===== config.mk =====
export PLATFORM = sky130hd
export DESIGN_NAME = otss_top
export DESIGN_NICKNAME = d
export VERILOG_FILES = /design/src/hdl/otss_pkg.sv /design/src/hdl/otss_cfg_if.sv /design/src/hdl/otss_decode.sv /design/src/hdl/otss_top.sv
export SDC_FILE = /design/constraint.sdc
export NUM_CORES = 1
export LEC_CHECK = 0
export BUFFER_PORTS_ARGS = -buffer_cell sky130_fd_sc_hd__buf_2
export CORE_UTILIZATION = 44
export DETAILED_ROUTE_END_ITERATION = 12
export PLACE_DENSITY = 0.83
export SYNTH_ARGS = -nofsm -noshare
export SYNTH_HDL_FRONTEND = slang
export SYNTH_SLANG_ARGS = --single-unit
export TNS_END_PERCENT = 20

===== constraint.sdc =====
create_clock -name I_CORE_CLK -period 1.3 [get_ports I_CORE_CLK]
set_input_delay 0.26 -clock I_CORE_CLK [delete_from_list [all_inputs] [get_ports I_CORE_CLK]]
set_output_delay 0.26 -clock I_CORE_CLK [all_outputs]
set_load 0.1 [all_outputs]

===== src/hdl/otss_pkg.sv =====
// Constants and types for the overtravel stop selector
// Overview of operation
// RULE1 - Direction bit zero means CCW forward
// RULE2 - Forward input OFF gives forward overtravel
// RULE3 - Reverse input OFF gives reverse overtravel
// RULE4 - Forward enable bit one ignores forward input
// RULE5 - Reverse enable bit one ignores reverse input
// RULE6 - No allocation of either input disables overtravel
// RULE7 - Four stop methods for alarms, overtravel, servo OFF
// RULE8 - Zero clamp holds position at reference zero
// RULE9 - Coasting after stop releases motor control
// RULE10 - Do-not-stop treats alarm as warning
// RULE11 - Group-1 selection for class-1, safe, servo OFF
// RULE12 - Overtravel selection maps four stop pairs
// RULE13 - Reverse brake forces speed zero, no ramp
// RULE14 - Group-2 selection maps six stop pairs
// RULE15 - Reverse brake uses torque limit, max 350
// RULE16 - Alarm selection wins over overtravel selection
package otss_pkg;

    // ==========================================================
    // Field widths and defaults
    localparam int unsigned ALLOC_W     = 4;
    localparam int unsigned ALLOC_N     = 8;
    localparam int unsigned TRQ_W       = 9;
    localparam logic [ALLOC_W-1:0] ALLOC_FWD = 4'h1;
    localparam logic [ALLOC_W-1:0] ALLOC_REV = 4'h2;
    localparam logic [TRQ_W-1:0]  TRQ_MAX     = 9'h15e;
    localparam logic [TRQ_W-1:0]  TRQ_DEFAULT = 9'h12c;
    localparam logic [2:0] G1_DEFAULT = 3'h0;
    localparam logic [2:0] OT_DEFAULT = 3'h0;
    localparam logic [2:0] G2_DEFAULT = 3'h0;

    // ==========================================================
    // Enumerations
    typedef enum logic [1:0] {
        STOP_DB,
        STOP_COAST,
        STOP_REV_BRAKE,
        STOP_NONE
    } otss_stop_type;

    typedef enum logic [1:0] {
        HOLD_COAST,
        HOLD_DB,
        HOLD_ZERO_CLAMP,
        HOLD_RUN
    } otss_hold_type;

    typedef enum logic [1:0] {
        CAUSE_NONE,
        CAUSE_GROUP1,
        CAUSE_GROUP2,
        CAUSE_OT
    } otss_cause_type;

endpackage


===== src/hdl/otss_cfg_if.sv =====
// Latched configuration bundle passed from top to decoder
`timescale 1ns/1ns
interface otss_cfg_if;
    logic [2:0] g1_sel;
    logic [2:0] ot_sel;
    logic [2:0] g2_sel;
    modport src (output g1_sel, output ot_sel, output g2_sel);
    modport dst (input g1_sel, input ot_sel, input g2_sel);
endinterface


===== src/hdl/otss_decode.sv =====
// Maps the active cause and latched selections to stop method and hold state
`timescale 1ns/1ns
module otss_decode
    import otss_pkg::*;
(
    otss_cfg_if.dst              cfg,
    input  otss_cause_type       i_cause,
    output otss_stop_type        o_method,
    output otss_hold_type        o_hold
);
    always_comb
    begin
        o_method = STOP_DB;
        o_hold   = HOLD_COAST;
        unique case (i_cause)
            CAUSE_NONE:
            begin
                o_method = STOP_NONE;
                o_hold   = HOLD_RUN;
            end
            CAUSE_GROUP1:
            begin
                // Unlisted codes fall back to the default pair
                case (cfg.g1_sel)                                            // [RULE11]
                    3'h1:    begin o_method = STOP_DB;    o_hold = HOLD_DB;    end
                    3'h2:    begin o_method = STOP_COAST; o_hold = HOLD_COAST; end
                    default: begin o_method = STOP_DB;    o_hold = HOLD_COAST; end
                endcase
            end
            CAUSE_OT:
            begin
                case (cfg.ot_sel)                                            // [RULE12]
                    3'h1:    begin o_method = STOP_COAST;     o_hold = HOLD_COAST;      end
                    3'h2:    begin o_method = STOP_REV_BRAKE; o_hold = HOLD_ZERO_CLAMP; end
                    3'h3:    begin o_method = STOP_REV_BRAKE; o_hold = HOLD_COAST;      end
                    default: begin o_method = STOP_DB;        o_hold = HOLD_COAST;      end
                endcase
            end
            CAUSE_GROUP2:
            begin
                case (cfg.g2_sel)                                            // [RULE14]
                    3'h1:    begin o_method = STOP_DB;        o_hold = HOLD_DB;    end
                    3'h2:    begin o_method = STOP_COAST;     o_hold = HOLD_COAST; end
                    3'h3:    begin o_method = STOP_REV_BRAKE; o_hold = HOLD_DB;    end
                    3'h4:    begin o_method = STOP_REV_BRAKE; o_hold = HOLD_COAST; end
                    3'h5:    begin o_method = STOP_NONE;      o_hold = HOLD_RUN;   end // [RULE10]
                    default: begin o_method = STOP_DB;        o_hold = HOLD_COAST; end
                endcase
            end
        endcase
    end
endmodule


===== src/hdl/otss_top.sv =====
// Overtravel qualification, rotation sense and stop method selection
`timescale 1ns/1ns
module otss_top
    import otss_pkg::*;
(
    input  wire logic                  I_CORE_CLK,
    input  wire logic                  I_ARST_N,
    input  wire logic                  I_RESTART,
    input  wire logic                  I_FWD_DRIVE_PROHIBIT,
    input  wire logic                  I_REV_DRIVE_PROHIBIT,
    input  wire logic                  I_DIR_SELECT,
    input  wire logic                  I_FWD_PROHIBIT_ENABLE,
    input  wire logic                  I_REV_PROHIBIT_ENABLE,
    input  wire logic [ALLOC_N*ALLOC_W-1:0] I_INPUT_ALLOCATION_MAP,
    input  wire logic [2:0]            I_GROUP1_STOP_SELECT,
    input  wire logic [2:0]            I_OVERTRAVEL_STOP_SELECT,
    input  wire logic [2:0]            I_GROUP2_STOP_SELECT,
    input  wire logic [TRQ_W-1:0]      I_REVERSE_BRAKE_TORQUE_LIMIT,
    input  wire logic                  I_CLASS1_ALARM,
    input  wire logic                  I_CLASS2_ALARM,
    input  wire logic                  I_SAFE_STATE,
    input  wire logic                  I_SERVO_ON,
    input  wire logic                  I_REF_FWD,
    input  wire logic                  I_REF_REV,
    output logic                       O_MOTOR_CW,
    output logic                       O_MOTOR_CCW,
    output logic                       O_FWD_OVERTRAVEL,
    output logic                       O_REV_OVERTRAVEL,
    output logic                       O_STOPPING,
    output logic [1:0]                 O_STOP_METHOD,
    output logic [1:0]                 O_HOLD_STATE,
    output logic                       O_DYNAMIC_BRAKE,
    output logic                       O_POWER_ON,
    output logic                       O_ZERO_CLAMP,
    output logic                       O_SPEED_REF_ZERO,
    output logic                       O_SOFTSTART_BYPASS,
    output logic [TRQ_W-1:0]           O_TORQUE_LIMIT,
    output logic                       O_ALARM_AS_WARNING
);
    import otss_pkg::*;

    // ==========================================================
    // State
    typedef struct packed {
        logic [1:0]       fwd_sync;
        logic [1:0]       rev_sync;
        logic             dir;
        logic             fwd_en_ign;
        logic             rev_en_ign;
        logic             ot_alloc;
        logic [2:0]       g1;
        logic [2:0]       ot;
        logic [2:0]       g2;
        logic             fwd_ot;
        logic             rev_ot;
        logic             cw;
        logic             ccw;
        otss_stop_type    method;
        otss_hold_type    hold;
        logic             stopping;
        logic [TRQ_W-1:0] trq;
        logic             warn;
    } otss_state_type;

    // ==========================================================
    // Reset image
    // Limits read as ON for two clocks and allocation as present until the first restart,
    // so an OFF limit input can raise overtravel before the settings are known
    localparam otss_state_type RESET_STATE = '{
        fwd_sync:   2'h3,
        rev_sync:   2'h3,
        dir:        1'b0,
        fwd_en_ign: 1'b0,
        rev_en_ign: 1'b0,
        ot_alloc:   1'b1,
        g1:         G1_DEFAULT,
        ot:         OT_DEFAULT,
        g2:         G2_DEFAULT,
        fwd_ot:     1'b0,
        rev_ot:     1'b0,
        cw:         1'b0,
        ccw:        1'b0,
        method:     STOP_DB,
        hold:       HOLD_COAST,
        stopping:   1'b1,
        trq:        TRQ_DEFAULT,
        warn:       1'b0
    };

    otss_state_type state_ff;
    otss_state_type nxt_state;

    otss_cfg_if     cfg_bus ();
    otss_cause_type cause;
    otss_stop_type  dec_method;
    otss_hold_type  dec_hold;
    logic           alloc_hit;
    logic           g1_evt;
    logic           fwd_blk;
    logic           rev_blk;

    assign cfg_bus.g1_sel = state_ff.g1;
    assign cfg_bus.ot_sel = state_ff.ot;
    assign cfg_bus.g2_sel = state_ff.g2;

    otss_decode u_decode
    (
        .cfg      (cfg_bus),
        .i_cause  (cause),
        .o_method (dec_method),
        .o_hold   (dec_hold)
    );

    // ==========================================================
    // Allocation scan, one slot per entry
    logic [ALLOC_N-1:0] slot_hit;
    genvar gi;
    generate
        for (gi = 0; gi < ALLOC_N; gi++)
        begin : g_slot
            wire logic [ALLOC_W-1:0] code = I_INPUT_ALLOCATION_MAP[gi*ALLOC_W +: ALLOC_W];
            assign slot_hit[gi] = (code == ALLOC_FWD) || (code == ALLOC_REV);
        end
    endgenerate
    assign alloc_hit = |slot_hit;

    // ==========================================================
    // Cause priority: alarms ahead of overtravel
    assign g1_evt = I_CLASS1_ALARM || I_SAFE_STATE || !I_SERVO_ON;

    always_comb
    begin
        fwd_blk = state_ff.fwd_ot && I_REF_FWD;
        rev_blk = state_ff.rev_ot && I_REF_REV;
        if (g1_evt)
            cause = CAUSE_GROUP1;                                            // [RULE11]
        else if (I_CLASS2_ALARM)
            cause = CAUSE_GROUP2;                                            // [RULE16]
        else if (fwd_blk || rev_blk)
            cause = CAUSE_OT;                                                // [RULE7]
        else
            cause = CAUSE_NONE;
    end

    always_comb
    begin
        nxt_state = state_ff;
        nxt_state.fwd_sync = {state_ff.fwd_sync[0], I_FWD_DRIVE_PROHIBIT};
        nxt_state.rev_sync = {state_ff.rev_sync[0], I_REV_DRIVE_PROHIBIT};

        // Settings other than the torque limit only take hold at restart, so a live edit cannot upset a moving axis
        if (I_RESTART)
        begin
            nxt_state.dir        = I_DIR_SELECT;
            nxt_state.fwd_en_ign = I_FWD_PROHIBIT_ENABLE;                   // [RULE4]
            nxt_state.rev_en_ign = I_REV_PROHIBIT_ENABLE;                   // [RULE5]
            nxt_state.ot_alloc   = alloc_hit;                               // [RULE6]
            nxt_state.g1         = I_GROUP1_STOP_SELECT;
            nxt_state.ot         = I_OVERTRAVEL_STOP_SELECT;
            nxt_state.g2         = I_GROUP2_STOP_SELECT;
        end

        nxt_state.fwd_ot = state_ff.ot_alloc && !state_ff.fwd_en_ign
                           && !state_ff.fwd_sync[1];                         // [RULE2] [RULE4] [RULE6]
        nxt_state.rev_ot = state_ff.ot_alloc && !state_ff.rev_en_ign
                           && !state_ff.rev_sync[1];                         // [RULE3] [RULE5] [RULE6]

        nxt_state.method   = dec_method;                                     // [RULE7]
        nxt_state.hold     = dec_hold;
        nxt_state.stopping = (dec_method != STOP_NONE);
        nxt_state.warn     = (cause == CAUSE_GROUP2) && (dec_method == STOP_NONE); // [RULE10]

        // Limit clipped to its top value; the motor's own peak still caps it
        nxt_state.trq = (I_REVERSE_BRAKE_TORQUE_LIMIT > TRQ_MAX) ? TRQ_MAX
                        : I_REVERSE_BRAKE_TORQUE_LIMIT;                      // [RULE15]

        // Forward follows the latched sense; blocked sides drop their drive
        nxt_state.cw  = 1'b0;
        nxt_state.ccw = 1'b0;
        if (dec_method == STOP_NONE)
        begin
            if (I_REF_FWD && !fwd_blk)
            begin
                nxt_state.ccw = !state_ff.dir;                               // [RULE1]
                nxt_state.cw  = state_ff.dir;
            end
            else if (I_REF_REV && !rev_blk)
            begin
                nxt_state.cw  = !state_ff.dir;                               // [RULE1]
                nxt_state.ccw = state_ff.dir;
            end
        end
    end

    always_ff @(posedge I_CORE_CLK or negedge I_ARST_N)
    begin
        if (!I_ARST_N)
        begin
            state_ff <= RESET_STATE;
        end
        else
        begin
            state_ff <= nxt_state;
        end
    end

    // ==========================================================
    // Outputs
    assign O_MOTOR_CW         = state_ff.cw;
    assign O_MOTOR_CCW        = state_ff.ccw;
    assign O_FWD_OVERTRAVEL   = state_ff.fwd_ot;
    assign O_REV_OVERTRAVEL   = state_ff.rev_ot;
    assign O_STOPPING         = state_ff.stopping;
    assign O_STOP_METHOD      = state_ff.method;
    assign O_HOLD_STATE       = state_ff.hold;
    // Brake only closes on a brake stop: a reverse-brake stop keeps the stage powered,
    // so shorting the windings then would fight the drive; the later hold is left to whoever sees rest
    assign O_DYNAMIC_BRAKE    = (state_ff.method == STOP_DB);                // [RULE7]
    assign O_POWER_ON         = (state_ff.method == STOP_REV_BRAKE) || (state_ff.method == STOP_NONE)
                                || (state_ff.hold == HOLD_ZERO_CLAMP);       // [RULE9]
    assign O_ZERO_CLAMP       = (state_ff.hold == HOLD_ZERO_CLAMP);          // [RULE8]
    assign O_SPEED_REF_ZERO   = (state_ff.method == STOP_REV_BRAKE) || O_ZERO_CLAMP; // [RULE13]
    assign O_SOFTSTART_BYPASS = (state_ff.method == STOP_REV_BRAKE);         // [RULE13]
    assign O_TORQUE_LIMIT     = state_ff.trq;                                // [RULE15]
    assign O_ALARM_AS_WARNING = state_ff.warn;
endmodule


==> results.md, run 1 <==
| Result | Value |
|---|---|
| Worst Reg-to-Reg Cells | 4 |
| Max Fclk | 707.9 MHz |
| Most common flop cell mapped by yosys | sky130_fd_sc_hd__dfrtp_1 |
| Hold violation count in the final report | 0 |
| Post-detailed-route wirelength per cell | 13.25 um |
| IO Port Bufs | 87 |
| Crit Path Max Fanout | 3 |
| Overall routing resource usage | 19.50% |
| Final Cell Area | 2605 um2 |
| Final worst clock skew | 0.002073 ns |
| Multi-input gate area | 664.4 um2 |
| Post-synthesis register bit count | 36 |
| Vias per cell | 4.850 |
| Data required time at the worst endpoint | 1.04 ns |
| Critical path capture point type | output port |
| Number of violations reported at the end of detailed-routing iteration 0 | 16 |
| Worst Slack Setup Final | -0.1126 ns |
| Internal power of the cells | 2.037 mW |
| Sequential cell area fraction in the yosys report | 55.05% |
| Number of standard cells after synthesis | 134 |
| Transition at the pin with the smallest max-transition slack | 0.3010 ns |
| Cell Rows | 21 |
| Drt drc | 0 |
| Final critical path time including I/O delays and setup | 1.413 ns |
| Top cell type by total area after synthesis | sky130_fd_sc_hd__dfrtp_1 |
| Area fraction of the dominant cell type after synthesis | 39.22% |
| Final critical-path share of the clock period | 108.7% |
| Worst max-slew margin expressed relative to the limit | 79.94% |
| Class of the most critical hold timing path | input pin to flip-flop |
| Data arrival time at the worst-slack endpoint | 1.15 ns |
| Placement-stage worst setup slack | 0.06189 ns |
| Routed wire length | 3539 um |
| Number of max-cap violations | 0 |
| Run status | complete, but fails checks |
| Count of TritonRoute iterations in the first routing pass | 4 |
| Overall die width | 63.41 um |
| Vias in the first global route | 1343 |
| Layout cell share with drive strength beyond 1 | 62.90% |
| Vertical die dimension | 63.41 um |
| Largest net degree at the start of global routing | 37 |
| HPWL after DPL | 2821 um |
| Residual overflow from global routing | 0 |
| Family of cells with the greatest summed delay on the critical path | flip-flops |
| Initial antenna violation count | 0 |
| Critical path's slowest cell | sky130_fd_sc_hd__dfrtp_2 |
| Relative contribution of the clock network to total power | 25.9% |
| Full die area | 4020 um2 |
| CP Buf/Inv Count | 2 |
| Largest cells by area after synthesis | sky130_fd_sc_hd__dfrtp_1 (39%), sky130_fd_sc_hd__dfstp_2 (16%), sky130_fd_sc_hd__mux2_2 (8.1%) |
| Skew-Pair Late Insertion Delay | 0.28 ns |
| Number of setup violations in the final report | 5 |
| Syn Std Cell Area | 1659 um2 |
| Ys async rst share | 100.0% |
| Total negative slack for setup checks | -0.3973 ns |
| Type of the worst setup path | flip-flop to output port |
| Number of filler cells placed in the layout | 226 |
| Clock tree from TritonCTS | built |
| Antenna violation net count after detailed routing | 0 |
| Number of buffers created by CTS | 5 |
| Switching share of power | 31.40% |
| Effective utilization at floorplan | 47.84% |
| Most instantiated cells after synthesis | sky130_fd_sc_hd__dfrtp_1 (26), sky130_fd_sc_hd__buf_4 (13), sky130_fd_sc_hd__mux2_2 (12) |
| Count of synthesis-stage warnings from yosys | 0 |
| Clock edge transition at the registers on the reported setup and hold paths | 0.06 ns |
| Reported leakage power | 1.203 nW |
| Layout overhead on the synthesized area | 57.01% |
| Net count of the mapped netlist | 198 |
| Most common cell in the synthesized netlist | sky130_fd_sc_hd__dfrtp_1 |
| Buffers from clock root to sink, at most | 2 |
| Top-level I/O count | 88 |
| Violations in the final reports | negative setup slack |
| Crit-path cells | buf_6 > nand2b_4 > buf_12 |
| Power dissipated by switching net loads | 0.9324 mW |
| Number of flops mapped to enable cells by yosys | 0 |
| Number of cells on the critical path | 3 |
| Root cell of the clock tree | sky130_fd_sc_hd__clkbuf_8 |
| Startpoint type of the worst setup path | flip-flop |
| Post-route insts no fill | 267 |
| RSZ-0062 raised after global routing | yes |
| Power share of the sequential group | 43.7% |
| Area of all sequential standard cells | 918.4 um2 |
| Mean instance size in the synthesized netlist | 12.38 um2 |
| IR drop worst, VDD | 0.7612 mV |
| Total power density per cell area | 1140 nW/um2 |
| Placeable core region | 3468 um2 |
| Critical path's largest stage delay | 0.43 ns |
| # clock sinks | 36 |
| Final weighted congestion in routability-driven placement | 0.8346 |
| Gate power share | 30.4% |
| Total power | 2.970 mW |
| Deepest level of the CTS H-tree | 2 |
| Wire length of the first global-routing pass | 5920 um |
| Post-Place Cell Area | 2454 um2 |
| Number of antenna diodes | 0 |
| Distinct cell type count of the synthesized netlist | 37 |
| Number of nets in the layout | 284 |
| Worst Hold Depth | 1 |
| Placed Cells incl. Taps | 254 |
| DR vias | 1295 |
| Number of slew-limit violations in the final report | 0 |
[worst paths after layout]
| path | slack [ns] | start | to |
|---|---|---|---|
| max in group asynchronous | 0.57 | I_ARST_N | O_TORQUE_LIMIT[5]$_DFF_PN1_ |
| worst min-delay path | 0.08 | I_FWD_DRIVE_PROHIBIT | nxt_state[35]$_DFF_PN1_ |
| worst min register to register | 0.36 | nxt_state[33]$_DFF_PN1_ | state_ff[33]$_DFF_PN1_ |
| worst max-delay path | -0.11 | O_STOP_METHOD[1]$_DFF_PN0_ | O_POWER_ON |
| worst max register to register | 0.10 | O_REV_OVERTRAVEL$_DFF_PN0_ | O_MOTOR_CCW$_DFF_PN0_ |
| min in group asynchronous | 0.49 | I_ARST_N | state_ff[30]$_DFFE_PN0P_ |
[final cells by class]
| type | count | area share [%] |
|---|---|---|
| Tap cell | 46 | 2.209 |
| Timing Repair Buffer | 94 | 33.29 |
| Clock buffer | 8 | 3.458 |
| Sequential cell | 36 | 35.25 |
| Multi-Input combinational cell | 81 | 25.50 |
| Inverter | 2 | 0.2882 |
[metal layers]
layer  global-route usage, %  wire (um)
met4                   11.08         73
met2                   36.44       1890
met3                   3.623        231
met1                   19.98       1343
met5                       0          0
[power by group through the flow]
stage	Sequential (mW)	Combinational [mW]	Clock, mW
floorplan	1.34	0.497	0
global placement	1.31	0.864	0
detailed placement	1.32	0.880	0
CTS	1.30	0.909	0.802
global route	1.31	0.948	0.844
finish	1.30	0.902	0.769
[logic make-up (layout without fill, tap and decap cells)]
kind of cell,after synthesis,after routing,synth area share [%]
AND/OR/NAND/NOR,41,41,15.61
AO/OA/AOI/OAI,18,18,8.899
XOR/XNOR,8,8,4.223
buffers and inverters,17,104,6.862
flip-flops,36,36,55.05
multiplexers,14,14,9.352
[through the flow]
step           utilization [%]  hold WS, ns
3_5_place_dp             70.74       0.2537
6_report                 75.11      0.08039
5_1_grt                  75.11      0.06517
2_1_floorplan                -     -0.03559
4_1_cts                  75.11      0.06968
3_3_place_gp             70.74       0.2302
[repair_timing]
action / in CTS / in global routing
hold buffers: 1 / 0
pin swaps: 0 / 0
endpoints found under the setup margin: 5 / 6
endpoints found under the hold margin: 26 / 0
gates resized for setup: 7 / 0
setup buffers: 4 / 0
[sequential cells by signal, summed over array words and instances, names as in the netlist]
signal              count
O_TORQUE_LIMIT          9
state_ff                6
cfg_bus.g1_sel          3
cfg_bus.g2_sel          3
cfg_bus.ot_sel          3
O_HOLD_STATE            2
O_STOP_METHOD           2
nxt_state               2
O_ALARM_AS_WARNING      1
O_FWD_OVERTRAVEL        1
O_MOTOR_CCW             1
O_MOTOR_CW              1
O_REV_OVERTRAVEL        1
O_STOPPING              1
[cell usage in the layout (no fill, tap or decap), drive strengths merged, types with 3 or more instances in the layout]
master	synthesis	layout
mux2	12	12
dfrtp	26	26
xnor2	8	8
nor2	7	7
dfstp	10	10
nand2	4	4
nor3	8	8
nor3b	4	4
nor2b	4	4
clkbuf	1	8
o21ai	3	3
nand2b	4	4
o21bai	4	4
buf	14	93
Power figures use the tool's default switching activity.
==> run 2: changes to the inputs <==
--- a/config.mk
+++ b/config.mk
@@ -9,6 +9,7 @@
 export CORE_UTILIZATION = 44
 export DETAILED_ROUTE_END_ITERATION = 12
 export PLACE_DENSITY = 0.83
+export SKIP_LAST_GASP = 1
 export SYNTH_ARGS = -nofsm -noshare
 export SYNTH_HDL_FRONTEND = slang
 export SYNTH_SLANG_ARGS = --single-unit
==> run 2 against run 1 <==
- the run still ends with negative setup slack left
- largest power group unchanged
- critical path type unchanged
- non-clock buffer count unchanged
- die area unchanged
- critical path depth unchanged
- power about the same
- worst hold slack unchanged
- final area unchanged
- combinational power about the same
- fmax unchanged
- sequential cell count unchanged
- setup slack unchanged
- critical endpoint unchanged
==> results.md, run 2 (synthesis results as in run 1) <==
| Result | Value | Delta |
|---|---|---|
| Run status | complete, but fails checks |  |
| Violations in the final reports | negative setup slack |  |
| Cell Rows | 21 | unchanged |
| Final Cell Area | 2605 um2 | unchanged |
| Transition at the pin with the smallest max-transition slack | 0.3010 ns | unchanged |
| Crit Reg-Reg Startpoint | O_REV_OVERTRAVEL$_DFF_PN0_ |  |
| IO Port Bufs | 87 | unchanged |
| Worst Reg-to-Reg Cells | 4 | unchanged |
| Wire length of the first global-routing pass | 5920 um | unchanged |
| Number of setup violations in the final report | 5 | unchanged |
| Data arrival time at the worst-slack endpoint | 1.15 ns | about the same |
| Initial antenna violation count | 0 | unchanged |
| Deepest level of the CTS H-tree | 2 | unchanged |
| Clock tree from TritonCTS | built |  |
| Type of the worst setup path | flip-flop to output port |  |
| Top-level I/O count | 88 | unchanged |
| Final weighted congestion in routability-driven placement | 0.8346 | unchanged |
| Number of antenna diodes | 0 | unchanged |
| Clock edge transition at the registers on the reported setup and hold paths | 0.06 ns | about the same |
| Most frequent cells in the layout | sky130_fd_sc_hd__buf_2 (63), sky130_fd_sc_hd__buf_12 (25), sky130_fd_sc_hd__dfrtp_1 (22) |  |
| Placeable core region | 3468 um2 | unchanged |
| Register-to-register setup slack | 0.10 ns | about the same |
| Family of cells with the greatest summed delay on the critical path | flip-flops |  |
| Overall die width | 63.41 um | unchanged |
| HPWL after DPL | 2821 um | unchanged |
| Vias in the first global route | 1343 | unchanged |
| Post-detailed-route wirelength per cell | 13.25 um | unchanged |
| Final critical-path share of the clock period | 108.7% | unchanged |
| Number of max-cap violations | 0 | unchanged |
| Overall routing resource usage | 19.50% | unchanged |
| Count of TritonRoute iterations in the first routing pass | 4 | unchanged |
| Total negative slack for setup checks | -0.4313 ns | -0.03404 ns |
| Worst max-slew margin expressed relative to the limit | 79.94% | unchanged |
| Commonest non-fill, non-tap cell in the layout | sky130_fd_sc_hd__buf_2 |  |
| Number of slew-limit violations in the final report | 0 | unchanged |
| Placement-stage worst setup slack | 0.06189 ns | unchanged |
| Critical path capture point type | output port |  |
| Effective utilization at floorplan | 47.84% | unchanged |
| Antenna violation net count after detailed routing | 0 | unchanged |
| CP Buf/Inv Count | 2 | unchanged |
| Number of nets in the layout | 284 | unchanged |
| Largest net degree at the start of global routing | 37 | unchanged |
| Crit-path cells | buf_6 > nand2b_4 > buf_12 |  |
| Crit Path Max Fanout | 3 | unchanged |
| Final worst clock skew | 0.002073 ns | unchanged |
| Root cell of the clock tree | sky130_fd_sc_hd__clkbuf_8 |  |
| Drt drc | 0 | unchanged |
| Number of violations reported at the end of detailed-routing iteration 0 | 16 | unchanged |
| Critical path's slowest cell | sky130_fd_sc_hd__dfrtp_2 |  |
| Class of the most critical hold timing path | input pin to flip-flop |  |
| Number of cells on the critical path | 3 | unchanged |
| Data required time at the worst endpoint | 1.04 ns | about the same |
| Post-Place Cell Area | 2454 um2 | unchanged |
| DR vias | 1295 | unchanged |
| Total power density per cell area | 1140 nW/um2 | about the same |
| Number of buffers created by CTS | 5 | unchanged |
| Max Fclk | 707.9 MHz | unchanged |
| Hold violation count in the final report | 0 | unchanged |
| RSZ-0062 raised after global routing | yes |  |
| Layout cell share with drive strength beyond 1 | 62.44% | -0.45 points |
| # clock sinks | 36 | unchanged |
| IR drop worst, VDD | 0.7612 mV | unchanged |
| Skew-Pair Late Insertion Delay | 0.28 ns | about the same |
| Worst Slack Setup Final | -0.1126 ns | unchanged |
| Critical path origin | O_STOP_METHOD[1]$_DFF_PN0_ |  |
| Startpoint of the worst hold path | I_FWD_DRIVE_PROHIBIT |  |
| Startpoint type of the worst setup path | flip-flop |  |
| Final critical path time including I/O delays and setup | 1.413 ns | unchanged |
| Residual overflow from global routing | 0 | unchanged |
| Reported leakage power | 1.205 nW | +0.20% |
| Max FFs per register | 9 | unchanged |
| Full die area | 4020 um2 | unchanged |
| Buffers from clock root to sink, at most | 2 | unchanged |
| Worst Hold Depth | 1 | unchanged |
| Vias per cell | 4.850 | unchanged |
| Layout overhead on the synthesized area | 57.01% | unchanged |
| Routed wire length | 3539 um | unchanged |
| Vertical die dimension | 63.41 um | unchanged |
| Critical path's largest stage delay | 0.43 ns | about the same |
[run 2: cell counts in the layout (fill, tap and decap cells not counted)]
No cell type changed its count.
[run 2: final timing paths]
path                                          endpoint
min reg2reg                     state_ff[33]$_DFF_PN1_
max reg2reg                      O_MOTOR_CCW$_DFF_PN0_
max                                         O_POWER_ON
max in group asynchronous  O_TORQUE_LIMIT[5]$_DFF_PN1_
min                            nxt_state[35]$_DFF_PN1_
min in group asynchronous     state_ff[30]$_DFFE_PN0P_
[run 2: cell type report]
type                    count  area (um2)
flip-flops and latches     36       918.4
repair buffers             94       867.1
fillers                   226       863.3
multi-input cells          81       664.4
clock buffers               8       90.09
well taps                  46       57.56
inverters                   2       7.507
[run 2: through the flow]
| stage | util (%) | hold WS (ns) | power, mW | cells |
|---|---|---|---|---|
| floorplan | - | -0.03559 | 1.842 | 134 |
| global placement | 70.74 | 0.2302 | 2.179 | 254 |
| detailed placement | 70.74 | 0.2537 | 2.201 | 254 |
| CTS | 75.11 | 0.06968 | 3.009 | 267 |
| global route | 75.11 | 0.06517 | 3.103 | 267 |
| finish | 75.11 | 0.08039 | 2.969 | 267 |
[run 2: timing repair]
item                                   4_1_cts  5_1_grt
buffers inserted                             4        0
hold buffers                                 1        0
resized for setup                            6        0
endpoints found under the hold margin       26        0
setup endpoints to repair                    5        6
[run 2: where the power goes]
part	internal (mW)	leakage (nW)	total, mW	switching [mW]
Sequential	1.22	0.420	1.30	0.0759
Combinational	0.383	0.740	0.902	0.518
Clock	0.431	0.0455	0.769	0.338
[run 2: worst reg2reg max path: cells and delay by family, from the launching register on]
family	cells	cell delay (ns)
AO/OA/AOI/OAI	2	0.38
flip-flops	1	0.44
AND/OR/NAND/NOR	2	0.30
[run 2: per-layer routing]
layer  vias up  wire length [um]  track usage (%)
met3         4               231            3.623
met2        65              1890            36.44
li1        627                 -                -
met5         -                 0                0
met1       599              1343            19.98
met4         0                73            11.08
==> run 3: changes to the inputs <==
--- a/config.mk
+++ b/config.mk
@@ -6,9 +6,12 @@
 export NUM_CORES = 1
 export LEC_CHECK = 0
 export BUFFER_PORTS_ARGS = -buffer_cell sky130_fd_sc_hd__buf_2
-export CORE_UTILIZATION = 44
+export CELL_PAD_IN_SITES_DETAIL_PLACEMENT = 2
+export CELL_PAD_IN_SITES_GLOBAL_PLACEMENT = 2
+export CORE_UTILIZATION = 26
 export DETAILED_ROUTE_END_ITERATION = 12
-export PLACE_DENSITY = 0.83
+export PLACE_DENSITY = 0.82
+export REMOVE_ABC_BUFFERS = 1
 export SKIP_LAST_GASP = 1
 export SYNTH_ARGS = -nofsm -noshare
 export SYNTH_HDL_FRONTEND = slang
==> constraint.sdc (replaced) <==
create_clock -name I_CORE_CLK -period 1.3 [get_ports I_CORE_CLK]
set_input_delay 0.26 -clock I_CORE_CLK [delete_from_list [all_inputs] [get_ports I_CORE_CLK]]
set_output_delay 0.26 -clock I_CORE_CLK [all_outputs]
set_load 0.02 [all_outputs]
==> run 3 against run 2 <==
- the run still ends with negative setup slack left
- fmax grew 4.4%
- combinational power shrank 49%
- clock power grew 6.8%
- sequential cell count is the same
- final area shrank 13%
- largest power group unchanged
==> results.md, run 3 (synthesis results as in run 1) <==
| Result | Value | Delta |
|---|---|---|
| Placeable core region | 6026 um2 | +74% |
| Residual overflow from global routing | 0 | unchanged |
| Layout overhead on the synthesized area | 35.97% |  |
| DR vias | 1331 | +2.8% |
| Relative contribution of the clock network to total power | 32.0% | +6.1 points |
| Most frequent cells in the layout | sky130_fd_sc_hd__buf_2 (84), sky130_fd_sc_hd__dfrtp_1 (26), sky130_fd_sc_hd__mux2_2 (12) |  |
| Largest net degree at the start of global routing | 37 | unchanged |
| Setup crit end | O_SPEED_REF_ZERO |  |
| Type of the worst setup path | flip-flop to output port |  |
| Post-detailed-route wirelength per cell | 14.42 um | +8.8% |
| Worst Slack Setup Final | -0.05315 ns | +0.05943 ns |
| Family of cells with the greatest summed delay on the critical path | flip-flops |  |
| CP Buf/Inv Count | 1 | -1 |
| RSZ-0062 raised after global routing | yes |  |
| Multi-input gate area | 656.9 um2 | -1.1% |
| Number of violations reported at the end of detailed-routing iteration 0 | 17 | +1 |
| Vias in the first global route | 1446 | +7.7% |
| Effective utilization at floorplan | 27.53% | -20 points |
| Internal power of the cells | 1.876 mW | -7.9% |
| Critical path capture point type | output port |  |
| Max Fclk | 739.0 MHz | +4.4% |
| Gate power share | 18.1% | -12 points |
| Placement-stage worst setup slack | 0.03490 ns | -0.02698 ns |
| Root cell of the clock tree | sky130_fd_sc_hd__clkbuf_8 |  |
| Reported leakage power | 1.095 nW | -9.1% |
| Number of buffers created by CTS | 5 | unchanged |
| Wire length of the first global-routing pass | 6810 um | +15% |
| Startpoint type of the worst setup path | flip-flop |  |
| Overall die width | 81.88 um | +29% |
| Drt drc | 0 | unchanged |
| Register-to-register setup slack | 0.09 ns | about the same |
| Data arrival time at the worst-slack endpoint | 1.09 ns | -0.06 ns |
| # clock sinks | 36 | unchanged |
| Layout cell share with drive strength beyond 1 | 60.55% | -1.9 points |
| Crit Reg-Reg Startpoint | O_REV_OVERTRAVEL$_DFF_PN0_ |  |
| Violations in the final reports | negative setup slack |  |
| Critical path's largest stage delay | 0.41 ns | -0.02 ns |
| Critical path origin | O_STOP_METHOD[1]$_DFF_PN0_ |  |
| Antenna violation net count after detailed routing | 0 | unchanged |
| Initial antenna violation count | 0 | unchanged |
| Power dissipated by switching net loads | 0.6862 mW | -26% |
| Number of antenna diodes | 0 | unchanged |
| Routed wire length | 4226 um | +19% |
| Number of cells on the critical path | 3 | unchanged |
| Number of filler cells placed in the layout | 681 | +200% |
| Number of setup violations in the final report | 2 | -3 |
| Class of the most critical hold timing path | input pin to flip-flop |  |
| Overall routing resource usage | 13.70% | -5.8 points |
| Critical path's slowest cell | sky130_fd_sc_hd__dfrtp_1 |  |
| Data required time at the worst endpoint | 1.04 ns | about the same |
| Switching share of power | 26.79% | -4.6 points |
| Clock tree from TritonCTS | built |  |
| Full die area | 6704 um2 | +67% |
| Vertical die dimension | 81.88 um | +29% |
| IO Port Bufs | 87 | unchanged |
| Vias per cell | 4.543 | -6.3% |
| Final Cell Area | 2256 um2 | -13% |
| Crit-path cells | nor2b_4 > nand2b_4 > buf_6 |  |
| Buffers from clock root to sink, at most | 2 | unchanged |
| Commonest non-fill, non-tap cell in the layout | sky130_fd_sc_hd__buf_2 |  |
| Max FFs per register | 9 | unchanged |
| Count of TritonRoute iterations in the first routing pass | 3 | -1 |
| Transition at the pin with the smallest max-transition slack | 0.3498 ns | +0.04882 ns |
| Top-level I/O count | 88 | unchanged |
| Area of all sequential standard cells | 913.4 um2 | -0.54% |
| Crit Path Max Fanout | 4 | +1 |
| Run status | complete, but fails checks |  |
| Skew-Pair Late Insertion Delay | 0.29 ns | about the same |
| Worst max-slew margin expressed relative to the limit | 76.68% | -3.3 points |
| Hold violation count in the final report | 0 | unchanged |
| Worst R2R End | O_MOTOR_CCW$_DFF_PN0_ |  |
| Final critical path time including I/O delays and setup | 1.353 ns | -0.05943 ns |
| Clock edge transition at the registers on the reported setup and hold paths | 0.07 ns | about the same |
| Power share of the sequential group | 49.9% | +6.2 points |
| Deepest level of the CTS H-tree | 2 | unchanged |
| Number of slew-limit violations in the final report | 0 | unchanged |
| IR drop worst, VDD | 0.3869 mV | -49% |
| Worst Reg-to-Reg Cells | 4 | unchanged |
| Number of nets in the layout | 281 | -1.1% |
| Final critical-path share of the clock period | 104.1% | -4.6 points |
| Final weighted congestion in routability-driven placement | 0.7057 | -15% |
| Cell Rows | 28 | +33% |
| Total power density per cell area | 1136 nW/um2 | -0.38% |
| Number of max-cap violations | 0 | unchanged |
| Final worst clock skew | 0.007752 ns | +0.005680 ns |
| HPWL after DPL | 3475 um | +23% |
| Post-Place Cell Area | 2110 um2 | -14% |
-- run 3: cell types whose count changed in the layout (fill, tap and decap cells not counted), sizes merged --
cell,delta
buf,-3
clkinv,+2
clkbuf,-2
-- run 3: worst min-delay path by stage --
stage / startpoint / endpoint / slack [ns] / depth (start not counted)
after global placement: I_ARST_N / cfg_bus.g2_sel[1]$_DFFE_PN0P_ / 0.24 / 2
final: I_FWD_DRIVE_PROHIBIT / nxt_state[35]$_DFF_PN1_ / 0.08 / 1
after CTS: I_FWD_DRIVE_PROHIBIT / nxt_state[35]$_DFF_PN1_ / 0.06 / 1
after global routing: I_FWD_DRIVE_PROHIBIT / nxt_state[35]$_DFF_PN1_ / 0.06 / 1
after floorplan: I_ARST_N / O_ALARM_AS_WARNING$_DFF_PN0_ / -0.04 / 0
after detailed placement: I_ARST_N / cfg_bus.g2_sel[1]$_DFFE_PN0P_ / 0.24 / 2
-- run 3: worst register-to-register path, stage by stage (launching register included) --
cell                      delay [ns]
sky130_fd_sc_hd__dfrtp_1        0.41
sky130_fd_sc_hd__a22oi_2        0.30
sky130_fd_sc_hd__and2b_1        0.21
sky130_fd_sc_hd__o21ai_2        0.11
sky130_fd_sc_hd__nor2_1         0.12
-- run 3: metal layers --
| metal | global-route usage (%) | wire length (um) | vias up |
|---|---|---|---|
| met5 | 0 | 0 | - |
| met4 | 4.386 | 61 | 0 |
| met3 | 4.222 | 372 | 5 |
| met2 | 24.71 | 2172 | 63 |
| met1 | 15.17 | 1619 | 644 |
| li1 | - | - | 619 |
-- run 3: cell type report --
type                       instances  area share, %
sequential                        36          40.49
multi-input combinational         81          29.12
timing repair buffer              91          21.80
tap                               75          4.160
clock buffer                       6          3.661
clock inverter                     2         0.4437
inverter                           2         0.3328
-- run 3: power groups by stage --
stage                     Clock [mW]  Combinational, mW  Sequential, mW
after CTS                      0.859              0.472            1.28
after global placement             0              0.439            1.29
after global routing           0.905              0.514            1.29
after floorplan                    0              0.181            1.33
after detailed placement           0              0.454            1.30
final                          0.821              0.463            1.28
-- run 3: what timing repair did --
action,in CTS,in global routing
gates resized for setup,9,1
hold buffers,1,0
endpoints found under the hold margin,26,0
setup endpoints to repair,3,5
buffers inserted,1,0
-- run 3: per-stage QoR --
| step | hold slack, ns | power (mW) | utilization [%] | setup TNS [ns] | instances |
|---|---|---|---|---|---|
| 6_report | 0.07696 | 2.562 | 37.44 | -0.07670 | 293 |
| 5_1_grt | 0.06055 | 2.711 | 37.44 | -0.3161 | 293 |
| 4_1_cts | 0.06478 | 2.611 | 37.40 | -0.1383 | 293 |
| 3_5_place_dp | 0.2408 | 1.752 | 35.01 | 0 | 283 |
| 3_3_place_gp | 0.2391 | 1.731 | 35.01 | 0 | 283 |
| 2_1_floorplan | -0.03559 | 1.508 | - | -0.08644 | 119 |
